[config.mk]
export PLATFORM = sky130hd
export DESIGN_NAME = fifo_host
export DESIGN_NICKNAME = d
export VERILOG_FILES = /design/src/design/fifo_host_pkg.sv /design/src/design/fifo_host.sv /design/src/design/pin_sync.sv
export VERILOG_INCLUDE_DIRS = /design/src /design/src/design
export SDC_FILE = /design/constraint.sdc
export NUM_CORES = 1
export LEC_CHECK = 0
export BUFFER_PORTS_ARGS = -buffer_cell sky130_fd_sc_hd__clkbuf_2
export CAP_MARGIN = 15
export CELL_PAD_IN_SITES_DETAIL_PLACEMENT = 0
export CELL_PAD_IN_SITES_GLOBAL_PLACEMENT = 1
export CORE_MARGIN = 2
export CORE_UTILIZATION = 40
export CTS_CLUSTER_SIZE = 20
export DETAILED_ROUTE_END_ITERATION = 8
export PLACE_DENSITY_LB_ADDON = 0.1
export SYNTH_ARGS = -nofsm -noshare
export SYNTH_HDL_FRONTEND = slang
export SYNTH_HIERARCHICAL = 1
export SYNTH_SLANG_ARGS = --single-unit
[constraint.sdc]
create_clock -name clk -period 3.3 [get_ports clk]
set_input_delay 0.66 -clock clk [delete_from_list [all_inputs] [get_ports clk]]
set_output_delay 0.66 -clock clk [all_outputs]
set_load 0.05 [all_outputs]
[src/design/fifo_host_params.svh]
// Overview of operation
// data moves as 9-bit words, no addressing
// clear low resets both device pointers
// controller clears before any write or read
// strobes high around clear, held for recovery
// device half-level indicator high after clear
// device writes on write falling edge, not full
// half-level indicator tracks pointer difference
// full indicator low when buffer full
// full device ignores write strobe
// full released after valid read
// device reads on read falling edge, not empty
// device outputs float while read strobe high
// empty indicator low when pointers equal
// empty released after valid write
// empty device ignores read strobe
// chain input low selects single-device mode
// grounded load pin marks first chain device
// replay pulse rewinds read pointer only
// strobes held high during whole replay pulse
// replay only if writes since clear within depth
// no replay in depth-chain mode
// chain output pulses at last location
// pointers advance only while flag inactive
// pointers wrap circularly to first location
`ifndef FIFO_HOST_PARAMS_SVH
`define FIFO_HOST_PARAMS_SVH

`define REG_CTRL 4'h0
`define REG_STATUS 4'h4
`define REG_WDATA 4'h8
`define REG_RDATA 4'hc

`define CTRL_CLEAR 0
`define CTRL_REPLAY 1
`define CTRL_READ 2

`define ST_EMPTY_N 0
`define ST_FULL_N 1
`define ST_HALF_N 2
`define ST_BUSY 3
`define ST_CLEARED 4
`define ST_ERROR 5

`define DEPTH_DEFAULT 512
`define WORD_W 9
`define DIN_RESET 9'h000

`define TCLK_NS 8
`define T_RSS_NS 30
`define T_RSW_NS 50
`define T_RSR_NS 40
`define T_WLOW_NS 60
`define T_RLOW_NS 80
`define T_REC_NS 40
`define T_RTW_NS 50
// least times, rounded up to whole cycles
`define CYC(ns) (((ns) + `TCLK_NS - 1) / `TCLK_NS)

`endif

[src/design/fifo_host_pkg.sv]
package fifo_host_pkg;

    typedef enum logic [3:0] {
        st_idle = 4'h0,
        st_clr_setup = 4'h1,
        st_clr_low = 4'h2,
        st_clr_rec = 4'h3,
        st_wr_low = 4'h4,
        st_rd_low = 4'h5,
        st_rt_low = 4'h6,
        st_rec = 4'h7
    } state_t;

    typedef struct packed {
        logic half_n;
        logic full_n;
        logic empty_n;
    } flags_t;

endpackage : fifo_host_pkg

[src/design/fifo_host.sv]
`timescale 1ns/100ps
`default_nettype none
`include "fifo_host_params.svh"

module fifo_host #(
    parameter int DEPTH = `DEPTH_DEFAULT
) (
    input wire logic clk,
    input wire logic arst_n,
    input wire logic [3:0] avs_address,
    input wire logic avs_read,
    input wire logic avs_write,
    input wire logic [31:0] avs_writedata,
    output logic [31:0] avs_readdata,
    output logic avs_waitrequest,
    output logic [`WORD_W-1:0] din,
    output logic wr_n,
    output logic rd_n,
    output logic clear_in_n,
    output logic replay_n,
    output logic chain_in_n,
    input wire logic [`WORD_W-1:0] dout,
    input wire logic empty_ind_n,
    input wire logic full_ind_n,
    input wire logic half_level_ind_n
);

    localparam logic [7:0] C_RSS = 8'(`CYC(`T_RSS_NS));
    localparam logic [7:0] C_RSW = 8'(`CYC(`T_RSW_NS));
    localparam logic [7:0] C_RSR = 8'(`CYC(`T_RSR_NS));
    localparam logic [7:0] C_WLOW = 8'(`CYC(`T_WLOW_NS));
    localparam logic [7:0] C_RLOW = 8'(`CYC(`T_RLOW_NS));
    localparam logic [7:0] C_REC = 8'(`CYC(`T_REC_NS));
    localparam logic [7:0] C_RTW = 8'(`CYC(`T_RTW_NS));
    localparam int CW = $clog2(DEPTH) + 2;
    localparam logic [CW-1:0] DEPTH_C = CW'(DEPTH);

    fifo_host_pkg::state_t state;
    fifo_host_pkg::flags_t flags;
    logic [7:0] cnt;
    logic [`WORD_W-1:0] dout_s;
    logic [`WORD_W-1:0] rdata;
    logic [CW-1:0] wr_count;
    logic cleared;
    logic error;

    pin_sync #(
        .WIDTH(`WORD_W + 3)
    ) u_sync (
        .clk(clk),
        .arst_n(arst_n),
        .pin({half_level_ind_n, full_ind_n, empty_ind_n, dout}),
        .sync({flags, dout_s})
    );

    function automatic logic hit(input logic [3:0] addr, input logic [3:0] reg_off);
        hit = (addr == reg_off);
    endfunction : hit

    logic idle;
    logic wr_take;
    logic cmd_data;
    logic cmd_ctrl;
    logic go_clear;
    logic go_replay;
    logic go_read;
    logic ok_write;
    logic ok_replay;
    logic ok_read;

    assign idle = (state == fifo_host_pkg::st_idle);
    // writes wait while a pin sequence runs; reads are always served
    assign wr_take = avs_write && avs_waitrequest && idle;
    assign cmd_data = wr_take && hit(avs_address, `REG_WDATA);
    assign cmd_ctrl = wr_take && hit(avs_address, `REG_CTRL);
    assign go_clear = cmd_ctrl && avs_writedata[`CTRL_CLEAR];
    assign go_replay = cmd_ctrl && !avs_writedata[`CTRL_CLEAR] && avs_writedata[`CTRL_REPLAY];
    assign go_read = cmd_ctrl && !avs_writedata[`CTRL_CLEAR] && !avs_writedata[`CTRL_REPLAY]
        && avs_writedata[`CTRL_READ];
    assign ok_write = cleared && flags.full_n;
    assign ok_read = cleared && flags.empty_n;
    assign ok_replay = cleared && (wr_count <= DEPTH_C);

    always_ff @(posedge clk or negedge arst_n)
    begin
        if (!arst_n)
        begin
            avs_waitrequest <= 1'b1;
            avs_readdata <= 32'h0000_0000;
        end
        else if ((avs_read || (avs_write && idle)) && avs_waitrequest)
        begin
            avs_waitrequest <= 1'b0;
            avs_readdata <= 32'h0000_0000;
            if (avs_read && hit(avs_address, `REG_STATUS))
            begin
                avs_readdata[`ST_EMPTY_N] <= flags.empty_n;
                avs_readdata[`ST_FULL_N] <= flags.full_n;
                avs_readdata[`ST_HALF_N] <= flags.half_n;
                avs_readdata[`ST_BUSY] <= !idle;
                avs_readdata[`ST_CLEARED] <= cleared;
                avs_readdata[`ST_ERROR] <= error;
            end
            else if (avs_read && hit(avs_address, `REG_RDATA))
            begin
                avs_readdata[`WORD_W-1:0] <= rdata;
            end
        end
        else
        begin
            avs_waitrequest <= 1'b1;
        end
    end

    always_ff @(posedge clk or negedge arst_n)
    begin
        if (!arst_n)
        begin
            state <= fifo_host_pkg::st_idle;
            cnt <= 8'h00;
            wr_n <= 1'b1;
            rd_n <= 1'b1;
            clear_in_n <= 1'b1;
            replay_n <= 1'b1;
            din <= `DIN_RESET;
            rdata <= `DIN_RESET;
        end
        else
        begin
            case (state)
                fifo_host_pkg::st_idle:
                begin
                    if (cmd_data && ok_write)
                    begin
                        din <= avs_writedata[`WORD_W-1:0];
                        wr_n <= 1'b0;
                        cnt <= C_WLOW - 8'h01;
                        state <= fifo_host_pkg::st_wr_low;
                    end
                    else if (go_clear)
                    begin
                        cnt <= C_RSS - 8'h01;
                        state <= fifo_host_pkg::st_clr_setup;
                    end
                    else if (go_replay && ok_replay)
                    begin
                        replay_n <= 1'b0;
                        cnt <= C_RTW - 8'h01;
                        state <= fifo_host_pkg::st_rt_low;
                    end
                    else if (go_read && ok_read)
                    begin
                        rd_n <= 1'b0;
                        cnt <= C_RLOW - 8'h01;
                        state <= fifo_host_pkg::st_rd_low;
                    end
                end
                fifo_host_pkg::st_clr_setup:
                begin
                    if (cnt == 8'h00)
                    begin
                        clear_in_n <= 1'b0;
                        cnt <= C_RSW - 8'h01;
                        state <= fifo_host_pkg::st_clr_low;
                    end
                    else
                    begin
                        cnt <= cnt - 8'h01;
                    end
                end
                fifo_host_pkg::st_clr_low:
                begin
                    if (cnt == 8'h00)
                    begin
                        clear_in_n <= 1'b1;
                        cnt <= C_RSR - 8'h01;
                        state <= fifo_host_pkg::st_clr_rec;
                    end
                    else
                    begin
                        cnt <= cnt - 8'h01;
                    end
                end
                fifo_host_pkg::st_wr_low,
                fifo_host_pkg::st_rd_low,
                fifo_host_pkg::st_rt_low:
                begin
                    if (cnt == 8'h00)
                    begin
                        // data sampled late in the low phase to cover access and sync
                        if (state == fifo_host_pkg::st_rd_low)
                        begin
                            rdata <= dout_s;
                        end
                        wr_n <= 1'b1;
                        rd_n <= 1'b1;
                        replay_n <= 1'b1;
                        cnt <= C_REC - 8'h01;
                        state <= fifo_host_pkg::st_rec;
                    end
                    else
                    begin
                        cnt <= cnt - 8'h01;
                    end
                end
                fifo_host_pkg::st_clr_rec,
                fifo_host_pkg::st_rec:
                begin
                    // recovery also lets the synced flags settle before the next strobe
                    if (cnt == 8'h00)
                    begin
                        state <= fifo_host_pkg::st_idle;
                    end
                    else
                    begin
                        cnt <= cnt - 8'h01;
                    end
                end
                default:
                begin
                    state <= fifo_host_pkg::st_idle;
                end
            endcase
        end
    end

    always_ff @(posedge clk or negedge arst_n)
    begin
        if (!arst_n)
        begin
            cleared <= 1'b0;
            error <= 1'b0;
            wr_count <= '0;
            chain_in_n <= 1'b0;
        end
        else
        begin
            chain_in_n <= 1'b0;
            if (go_clear)
            begin
                cleared <= 1'b0;
                error <= 1'b0;
                wr_count <= '0;
            end
            else
            begin
                if (state == fifo_host_pkg::st_clr_low && cnt == 8'h00)
                begin
                    cleared <= 1'b1;
                end
                if ((cmd_data && !ok_write) || (go_read && !ok_read)
                    || (go_replay && !ok_replay))
                begin
                    error <= 1'b1;
                end
                if (cmd_data && ok_write && wr_count <= DEPTH_C)
                begin
                    wr_count <= wr_count + CW'(1);
                end
            end
        end
    end
endmodule : fifo_host

`default_nettype wire

[src/design/pin_sync.sv]
`timescale 1ns/100ps
`default_nettype none

module pin_sync #(
    parameter int WIDTH = 1
) (
    input wire logic clk,
    input wire logic arst_n,
    input wire logic [WIDTH-1:0] pin,
    output logic [WIDTH-1:0] sync
);

    logic [WIDTH-1:0] meta;

    genvar i;
    generate
        for (i = 0; i < WIDTH; i++)
        begin : g_bit
            // first stage is read only by the second
            always_ff @(posedge clk or negedge arst_n)
            begin
                if (!arst_n)
                begin
                    meta[i] <= 1'b0;
                    sync[i] <= 1'b0;
                end
                else
                begin
                    meta[i] <= pin[i];
                    sync[i] <= meta[i];
                end
            end
        end
    endgenerate

endmodule : pin_sync

`default_nettype wire

==> summary.txt, run 1 <==
Status
  – Status: finished clean

Yosys
  – Synth cell types: 58
  – Ys flop type: dfrtp_1
  – Fraction of registers with async set or reset after synthesis: 1.00
  – Number of synthesized register bits: 80
  – Post-synth EDFFs: 0
  – Sequential share of the synthesized area: 0.559
  – Total number of yosys warnings: 6
  – Cells after Synth: 321
  – Mapped Area: about 3600 um2
  – Syn avg cell area: about 11 um2

Global routing
  – Total congestion overflow: 0
  – First-pass GRT wire length: 12.3 mm
  – Vias in the first global route: 2456
  – Initial antenna violation count: 0
  – Largest net degree at the start of global routing: 81
  – Gr usage total: 0.157

Timing
  – Peak Freq: 0.375 GHz
  – Slew margin rel.: 0.341
  – Final Skew: between 0.009 and 0.01 ns
  – Fin crit period: between 2 and 3 ns
  – Fin Setup TNS: 0 ns
  – Slack of the critical path: 0.632 ns
  – Period utilisation layout: 0.809
  – RSZ-0062 raised after global routing: false
  – Worst slew pin tran: roughly 0.99 ns
  – Count of final setup violators: 0
  – Pins Over Slew Limit: 0
  – Hold violation count in the final report: 0

Floorplan
  – DIE WIDTH: 98.7 um
  – IO Count: 99
  – Die area: approximately 9700 um2
  – Core Region: between 8000 and 9000 um2
  – Initial core utilization: 0.412
  – Die Ht: approximately 99 um
  – # rows: 34

Critical path
  – Critical path depth: 7
  – Cell family contributing the most delay on the critical path: simple AND/OR/NAND/NOR gates
  – Setup crit end: wr_count[8]
  – Max incr delay on CP: 0.56 ns
  – Worst path slowest cell: or4_4
  – Critical path capture point type: flip-flop
  – Setup crit start kind: flip-flop
  – Critical Path Start: wr_count[0]
  – Req. time, crit path: 3.58 ns
  – Largest fanout on the critical path: 8
  – Crit path buffers/inverters: 1
  – Reg2Reg Setup Slack: 0.63 ns
  – R2R depth: 7
  – Worst EP arrival: 2.95 ns
  – R2r endpoint: wr_count[8]
  – Critical path class: flip-flop to flip-flop
  – Reg2reg start: wr_count[0]
  – Critical-path cell list: inv_1 > ha_1 > or4b_1 > o21a_2 > or4_4 > or4_1 > a21oi_1

Clock network
  – CTS Buf Count: 9
  – Later-pin clock latency in the skew report: 0.35 ns
  – Root buffer cell: clkbuf_8
  – Post-cts sizing count: 0
  – # hold bufs at CTS: 0
  – H-Tree Depth: 3
  – Maximum buffer depth of the clock tree: 2
  – Clock net sink count: 80
  – Worst-path clk slew: 0.09 ns
  – # Post-CTS Setup Buffers: 0
  – CTS tree: built

Placed design
  – Pre-CTS setup slack: a little under 0.5 ns
  – Detailed placer's ending HPWL: 4.91 mm
  – Routability cong.: 0.775
  – # port buffers: 51
  – Placed Cells: around 480

Finish
  – Nets: 434
  – ANT cells: 0
  – Final Instance Count excl. Fillers: 492
  – Layout area overhead: 14.8%
  – Fraction of layout cells with a size suffix above 1: 0.289

Hold path
  – Hold/Removal Path Class: flip-flop to flip-flop

Power
  – Cell leakage power: roughly 2.0 nW
  – PD cells: around 640 nW/um2
  – VDD IR max: 0.000261 V

Drt
  – Final WL: 7.09 mm
  – Residual DRC: 0
  – Routed length per instance: 14.4 um
  – Routed vias: 2517
  – Vias per cell: roughly 5.1
  – Remaining antenna violation count: 0
  – Initial drt markers: 92
  – First-pass iteration count of the detailed router: 4

Job
  – Max-capacitance violation count: 0
logic make-up (layout without fill, tap and decap cells):
kind of cell | Yosys count | in the layout | synth area share
mux | 25 | 25 | 0.0767
buf+inv | 50 | 90 | 0.0830
fa+ha+maj | 3 | 3 | 0.0105
flops | 80 | 80 | 0.559
other cells | 1 | 24 | 0.00104
xor+xnor | 3 | 3 | 0.00732
simple gates | 96 | 96 | 0.147
compound gates | 63 | 63 | 0.115
worst min path at each step:
stage | end | depth (start not counted) | slack (ns) | from
finish | u_sync/sync[6] | 0 | 0.36 | u_sync/meta[6]
CTS | u_sync/sync[6] | 0 | 0.36 | u_sync/meta[6]
global route | u_sync/sync[9] | 0 | 0.37 | u_sync/meta[9]
detailed placement | u_sync/sync[6] | 0 | 0.34 | u_sync/meta[6]
floorplan | u_sync/sync[0] | 0 | 0.33 | u_sync/meta[0]
global placement | u_sync/sync[6] | 0 | 0.33 | u_sync/meta[6]
per-layer routing:
layer | global-route usage | share of wire
met1 | 0.225 | 0.48
met2 | 0.235 | 0.46
met3 | 0.0404 | 0.048
met4 | 0.0474 | 0.010
met5 | 0 | 0
layout by cell type, fill, tap and decap left out, drive strengths merged, types with 4 or more instances in the layout:
master  netlist  final
a21oi        14     14
a31oi         5      5
buf          28      9
clkbuf        7     59
conb          1     24
dfrtp        75     75
dfstp         5      5
inv          15     19
mux2         20     20
mux2i         5      5
nand2        23     23
nand3        12     12
nand4         4      4
nor2         18     18
nor3          7      7
nor4          5      5
o21ai        10     10
o22ai         5      5
o31ai        12     12
or4           6      6
per-stage QoR:
step / utilization / cell area [um2] / hold slack [ns] / power (mW)
after floorplan: - / 3680 / 0.331 / 1.68
after global placement: 0.446 / 3890 / 0.332 / 1.80
after detailed placement: 0.446 / 3890 / 0.336 / 1.80
after CTS: 0.473 / 4120 / 0.357 / 2.67
after global routing: 0.473 / 4120 / 0.366 / 2.79
final: 0.473 / 4120 / 0.355 / 2.63
power by group:
part           switching [mW]  total, mW  internal [mW]
logic                   0.310      0.513          0.203
registers               0.145       1.27           1.12
clock network           0.399      0.844          0.445
total                   0.855       2.63           1.77
cell usage after synthesis (6+ instances only):
cell type / n / area [um2]
a21oi_1: 14 / 70.1
buf_4: 24 / 180
clkbuf_1: 6 / 22.5
dfrtp_1: 75 / 1880
inv_1: 15 / 56.3
mux2_2: 20 / 225
nand2_1: 23 / 86.3
nand3_1: 12 / 60.1
nor2_1: 18 / 67.6
nor3_1: 6 / 30.0
o21ai_0: 10 / 50.1
o31ai_1: 12 / 90.1
worst reg2reg max path: stages (launching register included):
cell and delay [ns]:
dfrtp_1 0.43, inv_1 0.09, ha_1 0.14, or4b_1 0.47
o21a_2 0.27, or4_4 0.56, or4_1 0.49, a21oi_1 0.15
cell type report:
cell class,instances,area (um2)
fill,844,4600
timing repair buffer,59,318
clock inverter,7,110
sequential,80,2010
multi-input combinational,214,1370
clock buffer,9,124
tap,108,135
inverter,15,56.3
state kept, by name, indices dropped and copies added, names as in the netlist, 3 cells and up:
name and cells:
wr_count 11, din 9, rdata 9, u_sync/sync 12, state 3, avs_readdata 9, u_sync/meta 12, cnt 8
No activity file was read; power rests on OpenSTA's default activity.
==> run 2: changes to the inputs <==
Settings changed: CORE_UTILIZATION 40 to 36.
Clock period 3.3 ns to 2.3 ns, I/O delays scaled along.
==> run 2 against run 1 <==
Effect of this change: the run now ends with setup timing left; combinational power is 72% higher; sequential cell count is the same; largest cell class unchanged; core utilization is 1.2 points lower; critical path depth is the same; non-clock buffer count grew 31; clock power increased by 30%; die area is 11% higher.
==> summary.txt, run 2 (synthesis gave the netlist of run 1 again) <==
Status
  – Status: finished, violations left
  – Failing checks: setup timing

Clock network
  – Clock net sink count: 80
  – H-Tree Depth: 3
  – Root buffer cell: clkbuf_8
  – CTS tree: built
  – CTS Buf Count: 9
  – Later-pin clock latency in the skew report: 0.36 ns
  – Worst-path clk slew: 0.08 ns
  – Maximum buffer depth of the clock tree: 2

Timing
  – Fin Setup TNS: -0.204 ns
  – Count of final setup violators: 3
  – Hold_ws: 0.0482 ns
  – Peak Freq: between 0.4 and 0.5 GHz
  – Final Skew: 0.00758 ns
  – Slack of the critical path: -0.0765 ns
  – Worst slew pin tran: ~0.56 ns
  – RSZ-0062 raised after global routing: true
  – Pins Over Slew Limit: 0
  – Hold violation count in the final report: 0
  – Period utilisation layout: 1.03
  – Fin crit period: approximately 2.4 ns
  – Slew margin rel.: 0.626

Floorplan
  – Die Ht: ~100 um
  – Die area: 10800 um2
  – IO Count: 99
  – # rows: 36
  – DIE WIDTH: 104 um
  – Initial core utilization: 0.369
  – Core Region: 9730 um2

Finish
  – ANT cells: 0
  – Layout area overhead: 24.9%
  – Final Util: 0.461
  – # fillers: 960
  – Commonest non-fill, non-tap cells in the layout: dfrtp_1, clkbuf_2, buf_4, conb_1, nand2_1
  – Largest regs: u_sync/meta: 12 flops, u_sync/sync: 12 flops, wr_count: 11 flops
  – Nets: ~470
  – Final instance area: around 4500 um2
  – Fraction of layout cells with a size suffix above 1: 0.373
  – Final Instance Count excl. Fillers: ~550
  – Commonest non-fill, non-tap cell in the layout: dfrtp_1

Placed design
  – Placed cell area: 4180 um2
  – Routability cong.: between 0.7 and 0.8
  – # port buffers: 51
  – Pre-CTS setup slack: -0.0900 ns
  – Placed Cells: 529
  – Detailed placer's ending HPWL: 5.46 mm

Critical path
  – Largest fanout on the critical path: 5
  – Critical path capture point type: flip-flop
  – Critical path class: flip-flop to flip-flop
  – Req. time, crit path: 2.59 ns
  – Setup crit start kind: flip-flop
  – Worst EP arrival: between 2 and 3 ns

Drt
  – Routed length per instance: 13.7 um
  – Residual DRC: 0
  – Vias per cell: 4.76
  – Routed vias: ~2600
  – First-pass iteration count of the detailed router: 4
  – Remaining antenna violation count: 0
  – Initial drt markers: 108
  – Final WL: about 7.5 mm

Hold path
  – Hold/Removal Path Class: input pin to async pin

Global routing
  – Initial antenna violation count: 0
  – First-pass GRT wire length: about 13 mm
  – Largest net degree at the start of global routing: 36
  – Total congestion overflow: 0
  – Gr usage total: 0.151
  – Vias in the first global route: 2566

Power
  – Power, Total: 3.75 mW
  – VDD IR max: 0.000355 V
  – Cell leakage power: roughly 2.2 nW
  – PD cells: 837 nW/um2

Job
  – Max-capacitance violation count: 0
## run 2: cell count changes in the layout (fill, tap and decap cells not counted), sizes merged
cell | before | now
bufinv | 2 | 1
clkbuf | 59 | 63
clkinv | 0 | 1
buf | 9 | 40
inv | 19 | 16
clkinvlp | 1 | 0
## run 2: metal layers
layer / up-vias / track usage / wire length [um]
li1: 1285 / - / -
met1: 1238 / 0.205 / 3720
met2: 75 / 0.229 / 3280
met3: 9 / 0.0476 / 412
met4: 0 / 0.0550 / 119
met5: - / 0 / 0
## run 2: final timing paths
check                           depth (start not counted)  slack [ns]        endpoint            from
worst max register to register                          7       -0.08     wr_count[6]     wr_count[0]
worst min register to register                          0        0.35  u_sync/sync[0]  u_sync/meta[0]
worst max-delay path                                    7       -0.08     wr_count[6]     wr_count[0]
min in group clk                                        1        0.20  u_sync/meta[6]         dout[6]
worst min-delay path                                    1        0.05          cnt[7]          arst_n
max in group asynchronous                               2        1.61  u_sync/meta[1]          arst_n
## run 2: layout make-up
class	count	area [um2]	share of cell area
tap	133	166	0.0371
clock buffer	13	169	0.0377
inverter	15	56.3	0.0126
timing repair buffer	90	567	0.126
clock inverter	3	47.5	0.0106
multi-input combinational	214	1470	0.328
sequential	80	2010	0.448
## run 2: worst max-delay path, cell delays in order (launching register included)
cell and delay (ns):
dfrtp_1 0.39, inv_2 0.08, ha_4 0.12, or4b_4 0.47
o21a_4 0.24, or4_4 0.45, or4_4 0.43, a21oi_2 0.12
## run 2: power by group
group	internal (mW)	total [mW]	leakage (nW)	switching, mW
Clock	0.597	1.10	0.110	0.501
Sequential	1.61	1.77	0.996	0.156
Combinational	0.366	0.884	1.08	0.518
Total	2.58	3.75	2.19	1.17
## run 2: what timing repair did
action                                  in CTS  in global routing
hold buffers                                 0                  0
resized for setup                            4                 11
endpoints found under the setup margin      12                  7
setup buffers                                1                  2
pin swaps                                    4                  4
